--- src/common/mmbc_pkg.sv ---
`default_nettype none
package mmbc_pkg;
    // bus machine states
    typedef enum logic [2:0] {
        MMBC_ST_IDLE = 3'b000,
        MMBC_ST_T1 = 3'b001,
        MMBC_ST_T2 = 3'b010,
        MMBC_ST_T3 = 3'b011,
        MMBC_ST_TW = 3'b100,
        MMBC_ST_T4 = 3'b101,
        MMBC_ST_HOLD = 3'b110
    } mmbc_state_t;

    // bus cycle kinds requested by the core
    typedef enum logic [2:0] {
        MMBC_CYC_MEM_RD = 3'b000,
        MMBC_CYC_MEM_WR = 3'b001,
        MMBC_CYC_IO_RD = 3'b010,
        MMBC_CYC_IO_WR = 3'b011,
        MMBC_CYC_IRQ_ACK_STROBE_N = 3'b100
    } mmbc_kind_t;

    // queue operations reported by the core
    typedef enum logic [1:0] {
        MMBC_QOP_NONE = 2'h0,
        MMBC_QOP_FIRST = 2'h1,
        MMBC_QOP_EMPTY = 2'h2,
        MMBC_QOP_NEXT = 2'h3
    } mmbc_qop_t;

    // queue status pin codes
    localparam logic [1:0] MMBC_QS_NONE = 2'h0;
    localparam logic [1:0] MMBC_QS_FIRST = 2'h1;
    localparam logic [1:0] MMBC_QS_EMPTY = 2'h2;
    localparam logic [1:0] MMBC_QS_NEXT = 2'h3;

    // level a floated pin is held to by the bus keeper
    localparam logic MMBC_KEEP_MEM_IO = 1'h0;
    localparam logic MMBC_KEEP_STROBE = 1'h1;

    // reset values
    localparam logic [1:0] MMBC_QS_RESET = 2'h0;
    localparam logic MMBC_STROBE_IDLE = 1'h1;

    function automatic logic mmbc_is_write(input mmbc_kind_t k);
        return (k == MMBC_CYC_MEM_WR) || (k == MMBC_CYC_IO_WR);
    endfunction

    function automatic logic mmbc_is_mem(input mmbc_kind_t k);
        return (k == MMBC_CYC_MEM_RD) || (k == MMBC_CYC_MEM_WR);
    endfunction
endpackage
`default_nettype wire

--- src/common/mmbc_q_if.sv ---
`default_nettype none
interface mmbc_q_if;
    import mmbc_pkg::*;
    mmbc_qop_t op;
    logic [1:0] status;
    modport core (output op, input status);
    modport enc (input op, output status);
endinterface
`default_nettype wire

--- src/core/mmbc_qstat.sv ---
`default_nettype none
module mmbc_qstat
    import mmbc_pkg::*;
(
    // clock and reset
    input wire logic mclk,
    input wire logic reset,
    // queue operation in, status out
    mmbc_q_if.enc q
);
    logic [1:0] status_reg;
    wire logic [1:0] status_next;

    function automatic logic [1:0] mmbc_qs_code(input mmbc_qop_t op);
        logic [1:0] c;
        c = MMBC_QS_NONE;
        case (op)
            MMBC_QOP_NONE: c = MMBC_QS_NONE;
            MMBC_QOP_FIRST: c = MMBC_QS_FIRST;
            MMBC_QOP_EMPTY: c = MMBC_QS_EMPTY;
            MMBC_QOP_NEXT: c = MMBC_QS_NEXT;
            default: c = MMBC_QS_NONE;
        endcase
        return c;
    endfunction

    assign status_next = mmbc_qs_code(q.op);

    // shown in the cycle after the operation; the pins are always driven
    always_ff @(posedge mclk or posedge reset) begin
        if (reset) begin
            status_reg <= MMBC_QS_RESET;
        end else begin
            status_reg <= status_next;
        end
    end

    assign q.status = status_reg;
endmodule // mmbc_qstat
`default_nettype wire

--- src/core/mmbc_top.sv ---
`default_nettype none
module mmbc_top
    import mmbc_pkg::*;
(
    // clock and reset
    input wire logic mclk,
    input wire logic reset,
    // mode strap
    input wire logic min_max_select,
    // cycle requests from the core
    input wire logic cyc_req,
    input wire mmbc_kind_t cyc_kind,
    output logic cyc_ack,
    output logic cyc_done,
    // queue operations from the core
    input wire mmbc_qop_t queue_op,
    output logic [1:0] queue_status,
    // ready and hold from the system
    input wire logic ready,
    input wire logic hold_req,
    output logic bus_grant,
    // control pins, value and enable (irq_ack_strobe_n and ale have no enable)
    output logic mem_io_sel,
    output logic mem_io_sel_oe,
    output logic wr_n,
    output logic wr_n_oe,
    output logic irq_ack_strobe_n,
    output logic ale,
    output logic xcvr_direction,
    output logic xcvr_direction_oe,
    output logic xcvr_output_enable_n,
    output logic xcvr_output_enable_n_oe,
    // local address/data bus drive enable
    output logic ad_drive,
    // bus machine state, for observation
    output mmbc_state_t bus_state
);
    mmbc_state_t state_reg;
    mmbc_state_t state_next;
    mmbc_kind_t kind_reg;
    logic irq_ack_strobe_n_first_reg;
    logic released_reg;
    logic mem_io_reg;
    logic dir_reg;
    logic wr_n_reg;
    logic irq_ack_strobe_n_n_reg;
    logic den_start_reg;
    logic ad_drive_reg;
    logic done_reg;
    // falling-edge flops for mid-state events
    logic ale_reg;
    logic den_mid_reg;
    logic grant_reg;

    mmbc_q_if q_bus ();

    wire logic min_mode;
    wire logic at_boundary;
    wire logic take_hold;
    wire logic accept;
    wire logic second_irq_ack_strobe_n;
    wire logic in_data_phase_next;
    wire logic cur_write;
    wire logic next_write;
    wire logic next_irq_ack_strobe_n;
    wire mmbc_kind_t next_kind;
    wire logic floated;
    wire logic grant_next;

    assign min_mode = min_max_select;
    assign at_boundary = (state_reg == MMBC_ST_IDLE) || (state_reg == MMBC_ST_T4);
    // the pair of acknowledge cycles is never split by a hold
    assign second_irq_ack_strobe_n = (state_reg == MMBC_ST_T4) && irq_ack_strobe_n_first_reg;
    assign take_hold = min_mode && hold_req && at_boundary && !second_irq_ack_strobe_n;
    assign accept = min_mode && cyc_req && at_boundary && !second_irq_ack_strobe_n && !hold_req;
    assign cyc_ack = accept;
    assign cyc_done = done_reg;

    assign next_kind = accept ? cyc_kind : kind_reg;
    assign cur_write = mmbc_is_write(kind_reg);
    assign next_write = mmbc_is_write(next_kind);
    assign next_irq_ack_strobe_n = (next_kind == MMBC_CYC_IRQ_ACK_STROBE_N);
    assign in_data_phase_next = (state_next == MMBC_ST_T2) || (state_next == MMBC_ST_T3) ||
                                (state_next == MMBC_ST_TW);

    always_comb begin
        state_next = state_reg;
        case (state_reg)
            MMBC_ST_IDLE, MMBC_ST_T4: begin
                if (second_irq_ack_strobe_n) begin
                    state_next = MMBC_ST_T1;
                end else if (take_hold) begin
                    state_next = MMBC_ST_HOLD;
                end else if (accept) begin
                    state_next = MMBC_ST_T1;
                end else begin
                    state_next = MMBC_ST_IDLE;
                end
            end
            MMBC_ST_T1: state_next = MMBC_ST_T2;
            MMBC_ST_T2: state_next = MMBC_ST_T3;
            MMBC_ST_T3, MMBC_ST_TW: begin
                state_next = ready ? MMBC_ST_T4 : MMBC_ST_TW;
            end
            MMBC_ST_HOLD: begin
                if (!hold_req) begin
                    state_next = MMBC_ST_IDLE;
                end
            end
            default: state_next = MMBC_ST_IDLE;
        endcase
    end

    always_ff @(posedge mclk or posedge reset) begin
        if (reset) begin
            state_reg <= MMBC_ST_IDLE;
            kind_reg <= MMBC_CYC_MEM_RD;
            done_reg <= 1'b0;
        end else begin
            state_reg <= state_next;
            kind_reg <= next_kind;
            done_reg <= (state_reg == MMBC_ST_T4) && !irq_ack_strobe_n_first_reg;
        end
    end

    always_ff @(posedge mclk or posedge reset) begin
        if (reset) begin
            irq_ack_strobe_n_first_reg <= 1'b0;
        end else if (accept) begin
            irq_ack_strobe_n_first_reg <= (cyc_kind == MMBC_CYC_IRQ_ACK_STROBE_N);
        end else if (second_irq_ack_strobe_n) begin
            irq_ack_strobe_n_first_reg <= 1'b0;
        end
    end

    // after hold the pins stay floated until the next cycle is taken
    always_ff @(posedge mclk or posedge reset) begin
        if (reset) begin
            released_reg <= 1'b0;
        end else begin
            released_reg <= (released_reg || (state_reg == MMBC_ST_HOLD)) && !accept;
        end
    end

    // cycle attributes change only when a cycle is taken, then stay put through T4
    always_ff @(posedge mclk or posedge reset) begin
        if (reset) begin
            mem_io_reg <= 1'b0;
            dir_reg <= 1'b0;
        end else if (accept) begin
            mem_io_reg <= mmbc_is_mem(cyc_kind);
            dir_reg <= mmbc_is_write(cyc_kind);
        end
    end

    // strobes for the state that the next edge enters
    always_ff @(posedge mclk or posedge reset) begin
        if (reset) begin
            wr_n_reg <= MMBC_STROBE_IDLE;
            irq_ack_strobe_n_n_reg <= MMBC_STROBE_IDLE;
            den_start_reg <= 1'b0;
            ad_drive_reg <= 1'b0;
        end else begin
            wr_n_reg <= !(in_data_phase_next && next_write);
            irq_ack_strobe_n_n_reg <= !(in_data_phase_next && next_irq_ack_strobe_n);
            den_start_reg <= (state_next == MMBC_ST_T2) && next_write;
            // address in T1, write data T2 to T4; idle for acknowledge cycles
            ad_drive_reg <= !next_irq_ack_strobe_n && ((state_next == MMBC_ST_T1) ||
                            (next_write && (in_data_phase_next || state_next == MMBC_ST_T4)));
        end
    end

    assign grant_next = min_mode && hold_req &&
                        ((state_reg == MMBC_ST_IDLE) || (state_reg == MMBC_ST_HOLD) ||
                         ((state_reg == MMBC_ST_T4) && !irq_ack_strobe_n_first_reg));

    // falling edge gives the half-clock placement of these pins
    always_ff @(negedge mclk or posedge reset) begin
        if (reset) begin
            ale_reg <= 1'b0;
            den_mid_reg <= 1'b0;
            grant_reg <= 1'b0;
        end else begin
            ale_reg <= (state_reg == MMBC_ST_T1);
            den_mid_reg <= (state_reg == MMBC_ST_T2) || (state_reg == MMBC_ST_T3) ||
                           (state_reg == MMBC_ST_TW);
            grant_reg <= grant_next;
        end
    end

    assign floated = grant_reg || released_reg;

    assign bus_grant = grant_reg;
    assign bus_state = state_reg;

    assign mem_io_sel = floated ? MMBC_KEEP_MEM_IO : mem_io_reg;
    assign mem_io_sel_oe = min_mode && !floated;
    assign xcvr_direction = floated ? MMBC_KEEP_STROBE : dir_reg;
    assign xcvr_direction_oe = min_mode && !floated;
    assign wr_n = floated ? MMBC_KEEP_STROBE : wr_n_reg;
    assign wr_n_oe = min_mode && !floated;
    // read and acknowledge enable from mid T2; a write adds the first half of T2
    assign xcvr_output_enable_n = floated ? MMBC_KEEP_STROBE :
                                  !(den_mid_reg || (den_start_reg && cur_write));
    assign xcvr_output_enable_n_oe = min_mode && !floated;
    // never floated, only held inactive outside minimum mode
    assign irq_ack_strobe_n = irq_ack_strobe_n_n_reg || !min_mode;
    // cut at the end of T1 so the pulse covers only the low half of T1
    assign ale = ale_reg && min_mode && (state_reg == MMBC_ST_T1);
    assign ad_drive = ad_drive_reg && !floated;

    assign q_bus.op = queue_op;
    assign queue_status = q_bus.status;

    mmbc_qstat u_qstat (
        .mclk(mclk),
        .reset(reset),
        .q(q_bus)
    );
endmodule // mmbc_top
`default_nettype wire

--- config.mk ---
export PLATFORM = sky130hd
export DESIGN_NAME = mmbc_top
export DESIGN_NICKNAME = d
export VERILOG_FILES = /design/src/common/mmbc_pkg.sv /design/src/common/mmbc_q_if.sv /design/src/core/mmbc_qstat.sv /design/src/core/mmbc_top.sv
export SDC_FILE = /design/constraint.sdc
export NUM_CORES = 1
export LEC_CHECK = 0
export BUFFER_PORTS_ARGS = -buffer_cell sky130_fd_sc_hd__buf_2
export CAP_MARGIN = 20
export CORE_UTILIZATION = 45
export CTS_CLUSTER_DIAMETER = 120
export DETAILED_ROUTE_END_ITERATION = 10
export PLACE_DENSITY = 0.7
export SYNTH_ARGS = -nofsm -noshare
export SYNTH_HDL_FRONTEND = slang
export SYNTH_HIERARCHICAL = 1
export SYNTH_SLANG_ARGS = --single-unit
--- constraint.sdc ---
create_clock -name mclk -period 2.6 [get_ports mclk]
set_input_delay 0.52 -clock mclk [delete_from_list [all_inputs] [get_ports mclk]]
set_output_delay 0.52 -clock mclk [all_outputs]
set_load 0.01 [all_outputs]
## After elaboration in Yosys (flattened, before gate mapping)

Index checks and enable logic that the tools add are counted.

- Register bits after elaboration: 20
- Input bits: 11
- Output and inout bits: 19

- Equality and inequality tests: 22
- Multiplexer cells: 14
- Reduce and logical (&&, ||, !) cells: 54

Operators with widths:

| kind | number |
|---|---|
| $eq 3x2->1 const B | 7 |
| $eq 3x3->1 const B | 7 |
| $logic_and 1x1->1 | 21 |
| $logic_or 1x1->1 | 17 |
| $eq 3x1->1 const B | 5 |
| $pmux 3 s5 | 1 |
| $mux 3 | 4 |
| $logic_not 1->1 | 10 |
| $mux 1 | 8 |
| $pmux 2 s4 | 1 |
| $logic_not 3->1 | 2 |
| $eq 2x2->1 const B | 2 |
| $reduce_or 2->1 | 2 |
| $eq 2x1->1 const B | 1 |
| $logic_not 2->1 | 1 |
| $reduce_bool 2->1 | 1 |

## Logic depth before layout (Yosys ltp)

- Depth after elaboration: 16
- Gate-level depth with buffers: 7
- Gate-level depth less buffers: 6

## Hierarchy

The synthesis kept the hierarchy.

By module, submodules not included:

| module | instances | cells each | area an instance (µm²) | seq. area each (µm²) |
|---|---|---|---|---|
| mmbc_top | 1 | 108 | 1049.8 | 452.9 |
| mmbc_qstat | 1 | 5 | 61.3 | 50.0 |

==> metrics.md <==
| Metric | Value |
|---|---|
| Status | finished, violations left |
| Failing checks | negative setup slack |
| Total GRT Usage | 0.1898 |
| Commonest non-fill, non-tap cell in the layout | buf_2 |
| Final Hold Viols | 0 |
| Main combinational cell family by area after synthesis | simple AND/OR/NAND/NOR gates |
| H-tree depth | 1 |
| # rows | 17 |
| Setup ws final | -0.3560 ns |
| CP Class | reg -> out |
| Clk root buf | clkbuf_4 |
| Hold slack | approximately 0.054 ns |
| Top fanout value on the critical path | 3 |
| R2R cell count | 5 |
| First-pass GRT wire length | about 3700 µm |
| Commonest cells after routing, fill and taps aside | buf_2, dfrtp_1, nor2_1, inv_1, nand2_1 |
| Worst IR Drop VDD | ~0.00054 V |
| Power density over the cells | roughly 1100 nW/µm² |
| PortBufs | 29 |
| Area share of fa/ha/maj cells after synthesis | 0 |
| Layout cells sized above 1 | 0.4028 |
| DRC | 0 |
| Worst hold path type | in -> async |
| Worst clock skew | 0.008783 ns |
| Non-filler instance count after layout | between 150 and 200 |
| Nets | approximately 160 |
| Max-Cap Viols | 0 |
| Syn nets | between 100 and 150 |
| Die H | roughly 52 µm |
| Unrepaired setup endpoints after global routing | yes |
| Sink Count | 20 |
| Area delta synth->final | 20.72% |
| Share of flip-flops with an asynchronous set or reset | 1.000 |
| Main flop type after synthesis | dfrtp_1 |
| Netlist cell types | 40 |
| Yosys warns | 6 |
| Xor/xnor share of the synthesized area | 0.007883 |
| Drt via density | between 5 and 6 |
| Post-CTS Setup Repair Bufs | 0 |
| Placer congestion estimate | 0.8518 |
| Antenna viol nets, final | 0 |
| Slew Viols, Final | 0 |
| DR iter-0 viols | 37 |
| Worst Tran Pin Value | between 0.3 and 0.4 ns |
| Cells after synthesis | roughly 110 |
| Max Root-Sink Buffers | 2 |
| Initial antenna violation count | 0 |
| Chip width | roughly 52 µm |
| Final setup violation count | 11 |
| Mapped Avg Cell Area | 9.832 µm² |
| Worst setup SP type | register |
| EDFF count, synth | 0 |
| Core Footprint | 2276 µm² |
| Placed insts | roughly 170 |
| Mapped Area | 1111 µm² |
| Synth Area in Compound Gates | 0.1385 |
| Post-synthesis mux area share | 0.05856 |
| Total CTS buffers | 3 |
| Largest net degree at the start of global routing | 12 |
| Post-DP HPWL | about 1800 µm |
| Routed wire per std cell | roughly 13 µm |
| CP required | ~2.1 ns |
| Fillers | about 200 |
| Die area | 2672 µm² |
| CP endpoint kind | primary output |
| Vias in the first global route | 880 |
| Seq/Total Area, Yosys | 0.4527 |
| Area share of and/or/nand/nor cells after synthesis | 0.2421 |
| TritonCTS clock tree | yes |
| Worst path arrival time | between 2 and 2.5 ns |
| Number of diodes | 0 |
| Effective utilization at floorplan | 0.4882 |
| 1st-pass router iterations | 6 |
| DRT Wirelength | 2248 µm |
| Grt total ovfl | 0 |
| IO Pins | 30 |
| Clock latency on the worst-skew pair | approximately 0.3 ns |
| Via count | between 900 and 1000 |
| Worst-path clk slew | between 0.1 and 0.15 ns |
| Max-slew headroom | 0.7535 |
| Pleak | approximately 0.00065 µW |
| Hold_buf cts | 0 |
| Register bit total from synthesis | 20 |
## final timing paths
| kind | from | endpoint | slack, ns |
|---|---|---|---|
| worst max-delay path | bus_grant | wr_n | -0.36 |
| worst min-delay path | reset | u_qstat/q.status[1] | 0.05 |
| worst max register to register | bus_state[1] | bus_grant | 0.20 |
| worst min register to register | mem_io_reg | mem_io_reg | 0.52 |
| max in group asynchronous | reset | bus_grant | 1.06 |
| min in group mclk | queue_op[0] | u_qstat/q.status[0] | 0.31 |
## what timing repair did
item,CTS,global route
resized for setup,4,1
pin swaps,4,1
setup endpoints to repair,11,11
## metrics by stage
step,setup WS [ns],TNS [ns],total power (µW),area (µm²),util
after detailed placement,-0.07902,-0.2711,1212,1275,0.5602
after CTS,-0.3661,-3.182,1410,1335,0.5866
final,-0.3560,-3.148,1409,1341,0.5893
after global routing,-0.4324,-4.046,1513,1341,0.5893
after floorplan,-0.03221,-0.1159,1047,1116,-
after global placement,-0.05433,-0.1226,1193,1275,0.5602
## logic make-up after synthesis
logic type | after synthesis
xor gates and xnor gates | 1
DFF | 20
and+or+nand+nor | 46
muxes | 6
AOI/OAI and AO/OA | 21
buffers and inverters | 19
## where the power goes
part / leakage (µW) / switching (µW) / internal [µW]
combinational: 0.000380 / 376 / 327
sequential: 0.000247 / 97.5 / 432
clock: 0.0000210 / 90.9 / 85.5
total: 0.000648 / 564 / 844
## worst max-delay path, stage by stage, from the launching register on
cell     delay (ns)
dfrtn_1        0.38
or3_1          0.32
buf_2          0.14
## final cells by class
class	instances	area, µm²	share of cell area
Clock buffer	4	36.28	0.02705
Inverter	10	37.54	0.02798
Multi-Input combinational cell	74	506.7	0.3778
Sequential cell	20	503.0	0.3750
Tap cell	28	35.03	0.02612
Timing Repair Buffer	36	222.7	0.1660
## cell usage after synthesis (2+ instances only)
master | n | area, µm²
dfrtp_1 | 15 | 375.4
nor2_1 | 15 | 56.30
inv_1 | 10 | 37.54
nand2_1 | 9 | 33.78
a21oi_1 | 4 | 20.02
a31oi_1 | 4 | 25.02
buf_4 | 4 | 30.03
mux2_2 | 4 | 45.04
nand3_1 | 4 | 20.02
and2_1 | 3 | 18.77
dfrtn_1 | 3 | 75.07
o21ai_0 | 3 | 15.01
buf_6 | 2 | 22.52
clkbuf_1 | 2 | 7.510
dfstp_2 | 2 | 52.55
mux2i_1 | 2 | 20.02
nand2b_1 | 2 | 12.51
nor2b_2 | 2 | 17.52
or2b_2 | 2 | 17.52
## routing by layer
metal	wire, µm	up-vias	share of wire	global-route usage
met5	0	-	0	0
met3	140	2	0.062	0.05263
met4	14	0	0.0062	0.04054
met2	1166	40	0.52	0.3312
li1	-	438	-	-
met1	926	428	0.41	0.2322
Power figures use the tool's default switching activity.
